File: src/logic/ufc_pkg.sv
// shared constants and types for the device address / frame / endpoint control block
package ufc_pkg;
    // register indices on the register port
    localparam logic [3:0] UFC_IDX_ADDR = 4'h0;
    localparam logic [3:0] UFC_IDX_FRM_LO = 4'h1;
    localparam logic [3:0] UFC_IDX_FRM_HI = 4'h2;
    localparam logic [3:0] UFC_IDX_EP_BASE = 4'h3;
    localparam logic [3:0] UFC_IDX_EP_LAST = 4'h9;
    localparam int UFC_NUM_EP = 7;
    // field positions inside an endpoint control register
    localparam int UFC_EP_CTLDIS = 4;
    localparam int UFC_EP_RXEN = 3;
    localparam int UFC_EP_TXEN = 2;
    localparam int UFC_EP_HALT = 1;
    localparam int UFC_EP_HSHK = 0;
    // reset values and recommended endpoint zero setting
    localparam logic [7:0] UFC_ADDR_RST = 8'h00;
    localparam logic [7:0] UFC_EP_RST = 8'h00;
    localparam logic [10:0] UFC_FRM_RST = 11'h000;
    localparam logic [7:0] UFC_EP0_DEFAULT = 8'h0D;
    // token kinds on the link
    typedef enum logic [1:0] {
        UFC_TOK_OUT = 2'b00,
        UFC_TOK_IN = 2'b01,
        UFC_TOK_SETUP = 2'b10,
        UFC_TOK_SOF = 2'b11
    } ufc_tok_t;
    // handshake answers on the link
    typedef enum logic [1:0] {
        UFC_HS_NONE = 2'b00,
        UFC_HS_ACK = 2'b01,
        UFC_HS_NAK = 2'b10,
        UFC_HS_STALL = 2'b11
    } ufc_hs_t;
endpackage

File: src/logic/ufc_link_if.sv
// token/handshake link between the host end and the device end
interface ufc_link_if;
    import ufc_pkg::*;
    logic tok_valid;
    ufc_tok_t tok_kind;
    logic [6:0] tok_addr;
    logic [3:0] tok_endp;
    logic [10:0] tok_frame;
    logic bus_reset;
    logic hs_valid;
    ufc_hs_t hs_code;
    modport host (
        output tok_valid, tok_kind, tok_addr, tok_endp, tok_frame, bus_reset,
        input hs_valid, hs_code
    );
    modport device (
        input tok_valid, tok_kind, tok_addr, tok_endp, tok_frame, bus_reset,
        output hs_valid, hs_code
    );
endinterface

File: src/logic/ufc_ep_decode.sv
// decodes one endpoint control value into its answer for a token kind
module ufc_ep_decode
    import ufc_pkg::*;
(
    // control value and token
    input wire logic [7:0] i_ctl,
    input wire ufc_tok_t i_kind,
    // decoded answer
    output logic o_enabled,
    output ufc_hs_t o_hs
);
    logic rx_en;
    logic tx_en;
    logic accepts;
    assign rx_en = i_ctl[UFC_EP_RXEN];
    assign tx_en = i_ctl[UFC_EP_TXEN];
    assign o_enabled = rx_en | tx_en;
    // direction check; bit 4 only matters with both enables set
    always_comb begin
        case (i_kind)
            UFC_TOK_IN: accepts = tx_en;
            UFC_TOK_OUT: accepts = rx_en;
            UFC_TOK_SETUP: accepts = rx_en & tx_en & ~i_ctl[UFC_EP_CTLDIS];
            default: accepts = 1'b0;
        endcase
    end
    // halt outranks everything but only while the endpoint is enabled
    always_comb begin
        if (!o_enabled) begin
            o_hs = UFC_HS_NONE;
        end else if (i_ctl[UFC_EP_HALT]) begin
            o_hs = UFC_HS_STALL;
        end else if (!i_ctl[UFC_EP_HSHK]) begin
            o_hs = UFC_HS_NONE;
        end else if (accepts) begin
            o_hs = UFC_HS_ACK;
        end else begin
            o_hs = UFC_HS_NONE;
        end
    end
endmodule

File: src/logic/ufc_device.sv
// device end: address, frame number and endpoint control registers
// Summary of operation
// - device holds seven-bit address it answers to
// - reset or bus reset clears address
// - software writes new address during SET_ADDRESS
// - frame number split low byte, high bits
// - every SOF token loads frame number
// - seven endpoint control registers, numbers 0-6
// - software writes 0x0D to endpoint zero
// - enables select disabled, IN-only, OUT-only
// - both enables, bit4 clear: IN/OUT/SETUP
// - halt bit answers every access with STALL
// - halt honoured only while endpoint enabled
// - handshake bit clear suppresses handshake phase unless halt is set
// - keep handshake set except isochronous
// - stalled endpoint stays stalled until cleared
module ufc_device
    import ufc_pkg::*;
(
    // clock and reset
    input wire logic i_clk_sys,
    input wire logic i_rst_n,
    // register port
    input wire logic i_reg_wr,
    input wire logic i_reg_rd,
    input wire logic [3:0] i_reg_idx,
    input wire logic [7:0] i_reg_wdata,
    output logic [7:0] o_reg_rdata,
    output logic o_reg_rvalid,
    // status
    output logic o_bus_reset_seen,
    // link
    ufc_link_if.device link
);
    logic [6:0] addr_reg;
    logic [10:0] frame_reg;
    logic [7:0] ep_ctl_reg [UFC_NUM_EP];
    logic [7:0] reg_rdata_reg;
    logic reg_rvalid_reg;
    logic bus_reset_seen_reg;
    logic hs_valid_reg;
    ufc_hs_t hs_code_reg;
    logic [UFC_NUM_EP-1:0] ep_enabled;
    ufc_hs_t ep_hs [UFC_NUM_EP];
    logic addr_match;
    logic ep_in_range;
    logic [2:0] ep_sel;
    logic ep_wr_hit;
    logic [3:0] ep_wr_off;

    assign addr_match = link.tok_addr == addr_reg;
    assign ep_in_range = link.tok_endp < 4'(UFC_NUM_EP);
    assign ep_sel = link.tok_endp[2:0];
    assign ep_wr_off = 4'(i_reg_idx - UFC_IDX_EP_BASE);
    assign ep_wr_hit = i_reg_wr && i_reg_idx >= UFC_IDX_EP_BASE && i_reg_idx <= UFC_IDX_EP_LAST;

    // one decoder per endpoint
    genvar g;
    generate
        for (g = 0; g < UFC_NUM_EP; g++) begin : g_ep
            ufc_ep_decode u_dec (
                .i_ctl(ep_ctl_reg[g]),
                .i_kind(link.tok_kind),
                .o_enabled(ep_enabled[g]),
                .o_hs(ep_hs[g])
            );
        end
    endgenerate

    // device address; bus reset outranks a same-cycle software write
    always_ff @(posedge i_clk_sys) begin
        if (!i_rst_n || link.bus_reset) begin
            addr_reg <= UFC_ADDR_RST[6:0];
        end else if (i_reg_wr && i_reg_idx == UFC_IDX_ADDR) begin
            addr_reg <= i_reg_wdata[6:0];
        end
    end

    // frame number from every SOF, whatever its address field
    always_ff @(posedge i_clk_sys) begin
        if (!i_rst_n || link.bus_reset) begin
            frame_reg <= UFC_FRM_RST;
        end else if (link.tok_valid && link.tok_kind == UFC_TOK_SOF) begin
            frame_reg <= link.tok_frame;
        end
    end

    // endpoint control; halt cleared by a software write, reset or bus reset
    always_ff @(posedge i_clk_sys) begin
        if (!i_rst_n || link.bus_reset) begin
            for (int i = 0; i < UFC_NUM_EP; i++) begin
                ep_ctl_reg[i] <= UFC_EP_RST;
            end
        end else if (ep_wr_hit) begin
            ep_ctl_reg[ep_wr_off[2:0]] <= {3'h0, i_reg_wdata[4:0]};
        end
    end

    // sticky bus reset flag; a new reset beats a read-clear
    always_ff @(posedge i_clk_sys) begin
        if (!i_rst_n) begin
            bus_reset_seen_reg <= 1'b0;
        end else if (link.bus_reset) begin
            bus_reset_seen_reg <= 1'b1;
        end else if (i_reg_rd && i_reg_idx == UFC_IDX_ADDR) begin
            bus_reset_seen_reg <= 1'b0;
        end
    end

    // register read, one cycle latency
    always_ff @(posedge i_clk_sys) begin
        if (!i_rst_n) begin
            reg_rdata_reg <= 8'h00;
            reg_rvalid_reg <= 1'b0;
        end else begin
            reg_rvalid_reg <= i_reg_rd;
            if (i_reg_rd) begin
                if (i_reg_idx == UFC_IDX_ADDR) begin
                    reg_rdata_reg <= {1'b0, addr_reg};
                end else if (i_reg_idx == UFC_IDX_FRM_LO) begin
                    reg_rdata_reg <= frame_reg[7:0];
                end else if (i_reg_idx == UFC_IDX_FRM_HI) begin
                    reg_rdata_reg <= {5'h00, frame_reg[10:8]};
                end else if (i_reg_idx >= UFC_IDX_EP_BASE && i_reg_idx <= UFC_IDX_EP_LAST) begin
                    reg_rdata_reg <= ep_ctl_reg[ep_wr_off[2:0]];
                end else begin
                    reg_rdata_reg <= 8'h00;
                end
            end
        end
    end

    // handshake answer, one cycle after the token
    always_ff @(posedge i_clk_sys) begin
        if (!i_rst_n || link.bus_reset) begin
            hs_valid_reg <= 1'b0;
            hs_code_reg <= UFC_HS_NONE;
        end else if (link.tok_valid && link.tok_kind != UFC_TOK_SOF && addr_match && ep_in_range
                     && ep_enabled[ep_sel] && ep_hs[ep_sel] != UFC_HS_NONE) begin
            hs_valid_reg <= 1'b1;
            hs_code_reg <= ep_hs[ep_sel];
        end else begin
            hs_valid_reg <= 1'b0;
            hs_code_reg <= UFC_HS_NONE;
        end
    end

    assign o_reg_rdata = reg_rdata_reg;
    assign o_reg_rvalid = reg_rvalid_reg;
    assign o_bus_reset_seen = bus_reset_seen_reg;
    assign link.hs_valid = hs_valid_reg;
    assign link.hs_code = hs_code_reg;
endmodule

File: src/flat_wrapper.sv
// flat-port wrapper written by rule: the top's interface ports become plain ports
module ufc_device_flat import ufc_pkg::*;
  (i_clk_sys, i_rst_n, i_reg_wr, i_reg_rd, i_reg_idx, i_reg_wdata, o_reg_rdata, o_reg_rvalid, o_bus_reset_seen, link_tok_valid, link_tok_kind, link_tok_addr, link_tok_endp, link_tok_frame, link_bus_reset, link_hs_valid, link_hs_code);
  ufc_link_if link_i ();
  input wire logic i_clk_sys;
  input wire logic i_rst_n;
  input wire logic i_reg_wr;
  input wire logic i_reg_rd;
  input wire logic [3:0] i_reg_idx;
  input wire logic [7:0] i_reg_wdata;
  output logic [7:0] o_reg_rdata;
  output logic o_reg_rvalid;
  output logic o_bus_reset_seen;
  input wire logic [$bits(link_i.tok_valid)-1:0] link_tok_valid;
  input wire logic [$bits(link_i.tok_kind)-1:0] link_tok_kind;
  input wire logic [$bits(link_i.tok_addr)-1:0] link_tok_addr;
  input wire logic [$bits(link_i.tok_endp)-1:0] link_tok_endp;
  input wire logic [$bits(link_i.tok_frame)-1:0] link_tok_frame;
  input wire logic [$bits(link_i.bus_reset)-1:0] link_bus_reset;
  output wire logic [$bits(link_i.hs_valid)-1:0] link_hs_valid;
  output wire logic [$bits(link_i.hs_code)-1:0] link_hs_code;
  assign link_i.tok_valid = link_tok_valid;
  assign link_i.tok_kind = link_tok_kind;
  assign link_i.tok_addr = link_tok_addr;
  assign link_i.tok_endp = link_tok_endp;
  assign link_i.tok_frame = link_tok_frame;
  assign link_i.bus_reset = link_bus_reset;
  assign link_hs_valid = link_i.hs_valid;
  assign link_hs_code = link_i.hs_code;
  ufc_device u_core (.i_clk_sys(i_clk_sys), .i_rst_n(i_rst_n), .i_reg_wr(i_reg_wr), .i_reg_rd(i_reg_rd), .i_reg_idx(i_reg_idx), .i_reg_wdata(i_reg_wdata), .o_reg_rdata(o_reg_rdata), .o_reg_rvalid(o_reg_rvalid), .o_bus_reset_seen(o_bus_reset_seen), .link(link_i));
endmodule
File: config.mk
export PLATFORM = sky130hd
export DESIGN_NAME = ufc_device_flat
export DESIGN_NICKNAME = d
export VERILOG_FILES = /design/src/logic/ufc_pkg.sv /design/src/logic/ufc_link_if.sv /design/src/logic/ufc_ep_decode.sv /design/src/logic/ufc_device.sv /design/src/flat_wrapper.sv
export SDC_FILE = /design/constraint.sdc
export NUM_CORES = 1
export LEC_CHECK = 0
export ABC_AREA = 1
export ABC_CLOCK_PERIOD_IN_PS = 4350
export BUFFER_PORTS_ARGS = -buffer_cell sky130_fd_sc_hd__buf_4
export CAP_MARGIN = 40
export CELL_PAD_IN_SITES_DETAIL_PLACEMENT = 0
export CELL_PAD_IN_SITES_GLOBAL_PLACEMENT = 1
export CORE_MARGIN = 5
export CORE_UTILIZATION = 45
export CTS_CLUSTER_SIZE = 14
export DETAILED_ROUTE_END_ITERATION = 8
export PLACE_DENSITY_LB_ADDON = 0.15
export RECOVER_POWER = 50
export SYNTH_ARGS = -nofsm -noshare
export SYNTH_HDL_FRONTEND = slang
export SYNTH_HIERARCHICAL = 1
export SYNTH_SLANG_ARGS = --single-unit
File: constraint.sdc
create_clock -name i_clk_sys -period 4.35 [get_ports i_clk_sys]
set_clock_uncertainty 0.15 [all_clocks]
set_input_delay 0.435 -clock i_clk_sys [delete_from_list [all_inputs] [get_ports i_clk_sys]]
set_output_delay 0.435 -clock i_clk_sys [all_outputs]
set_load 0.02 [all_outputs]
==> key figures <==
Drt
  – Antenna viol nets, final: 0
  – Via count: 3745
  – 1st-iter DRT viols: 332
  – Wire per inst: 14.5 um
  – WL final: 10800 um
  – Via/cell ratio: 5.02
  – Drt pass-1 iters: 4
  – DRC: 0

Timing
  – Period minus WS final: 3080 ps
  – Final hold vios: 0
  – Finish-stage setup viols: 0
  – Final setup TNS: 0 ps
  – Slew headroom: 26.5%
  – Max-slew violations: 0
  – Peak Freq: 324 MHz
  – RSZ-0062 raised after global routing: false
  – Final period utilization: 70.9%
  – Worst Max-Slew Pin Slew: 1100 ps

Final layout
  – N_diodes: 0
  – Area grow syn2layout: 13.6%
  – Commonest non-fill, non-tap cell in the layout: nand2_1
  – Max reg flops: 40
  – Nets: 680
  – Most frequent cells in the layout: nand2_1, inv_1, nor2_1
  – Layout cells sized above 1: 11.6%
  – Layout Utilization: 52.8%

Clock tree
  – Post-CTS Hold Buffers: 0
  – Root buffer cell: clkbuf_8
  – CTS tree: yes
  – Sink Count: 71
  – Longest Clk Path Bufs: 2
  – Clock Latency Late Sink: 340 ps
  – Num CTS Buffers: 9
  – Clock transition at path regs: 80 ps
  – Post-CTS resize count: 0
  – Post-CTS Setup Inserts: 0
  – H-tree levels: 3

Die
  – Die W: 105 um
  – Initial Util: 46.5%
  – Die area: 11100 sq um
  – Die Y: 105 um
  – Core area: 8810 sq um
  – Num ports: 55
  – Row count: 34

Yosys
  – Synth warnings: 6
  – Synthesized area: 4090 sq um
  – Syn Inst Count: 582
  – Post-Syn Area per Cell: 7.03 sq um
  – Syn Nets: 629

Power and ir drop
  – P_int: 1.05 mW
  – Pwr dens: 313 nW/um^2
  – Clk network pwr share: 33.9%
  – Flop pwr share: 51.3%
  – Switching part of the total power: 27.7%
  – Logic gate share of total power: 14.8%
  – Max VDD drop: 0.164 mV
  – Pleak: 2.14 nW
  – Switch Pwr: 0.402 mW
  – Final Power: 1.45 mW

Setup path
  – Peak fanout along the critical path: 30
  – CP Buf/Inv Count: 4
  – Critical Path Max Stage Delay: 670 ps
  – CP Capture Type: register
  – CP max stage cell: nor3_1
  – WP data required: 4170 ps
  – Arrival time at the worst endpoint: 2910 ps
  – Crit path kind: in -> reg
  – Startpoint types: input port
  – CP top delay family: simple AND/OR/NAND/NOR gates
  – CP most frequent cell: nand2_1
  – CP Cell Sequence: buf_4 > inv_1 > ha_1 > inv_1 > nand2_1 > nand2_1 > nand2_1 > nand3_1 > inv_1 > nand2_1 > nor3_1

GRT
  – Initial antenna violation count: 0
  – Largest net degree at the start of global routing: 31
  – All-Layer GR Usage: 19.2%
  – First-pass GRT wire length: 16900 um
  – Vias in the first global route: 3291
  – Gr ovfl total: 0

Place
  – PortBufs: 53
  – RD Place Congestion: 0.906
  – DPL Wire Length: 8080 um

Job
  – Max-capacitance violation count: 0

Worst hold path
  – HP Class: in -> reg

Status
  – Status: complete, no violations
## power groups by stage
stage | Sequential (mW) | Combinational [mW] | Clock [mW]
3_3_place_gp | 0.760 | 0.219 | 0
6_report | 0.745 | 0.216 | 0.493
2_1_floorplan | 0.757 | 0.140 | 0
4_1_cts | 0.745 | 0.223 | 0.499
5_1_grt | 0.748 | 0.242 | 0.529
3_5_place_dp | 0.760 | 0.222 | 0
## worst paths after layout
kind	depth (start not counted)	slack, ps	endpoint	start
setup / recovery	11	1270	u_core/ep_ctl_reg[7][0]$_DFFE_PP_	i_reg_idx[0]
hold / removal	3	180	u_core/o_bus_reset_seen$_SDFFE_PN0P_	link_bus_reset
setup reg to reg	10	2580	u_core/link.hs_code[1]$_SDFF_PP0_	u_core/ep_ctl_reg[1][2]$_SDFFCE_PN0P_
hold reg to reg	2	300	u_core/frame_reg[7]$_SDFFE_PP0P_	u_core/frame_reg[7]$_SDFFE_PP0P_
## tightest hold or removal path, stage by stage
cell and delay, ps:
buf_4 100, a21oi_1 40, nor2_1 70
## layout make-up
type / instances / area [sq um]
tap: 108 / 135
clock inverter: 3 / 16.3
multi-input combinational: 398 / 1840
sequential: 71 / 1770
clock buffer: 13 / 163
inverter: 99 / 372
fill: 896 / 4160
timing repair buffer: 54 / 349
## per-layer routing
layer | up-vias | part of all wire (%) | GRT usage (%)
li1 | 1921 | - | -
met4 | 0 | 0.82 | 5.06
met2 | 120 | 43 | 27.2
met5 | - | 0 | 0
met1 | 1694 | 49 | 29.8
met3 | 10 | 7.4 | 3.73
## stage by stage
stage,instance area [sq um],std cells,setup WS (ps),hold WS [ps]
final,4650,746,1270,184
after floorplan,4090,582,1790,274
after CTS,4740,746,1660,180
after global placement,4560,730,1340,287
after detailed placement,4560,730,1300,286
after global routing,4650,746,1030,195
Power figures use the tool's default switching activity.
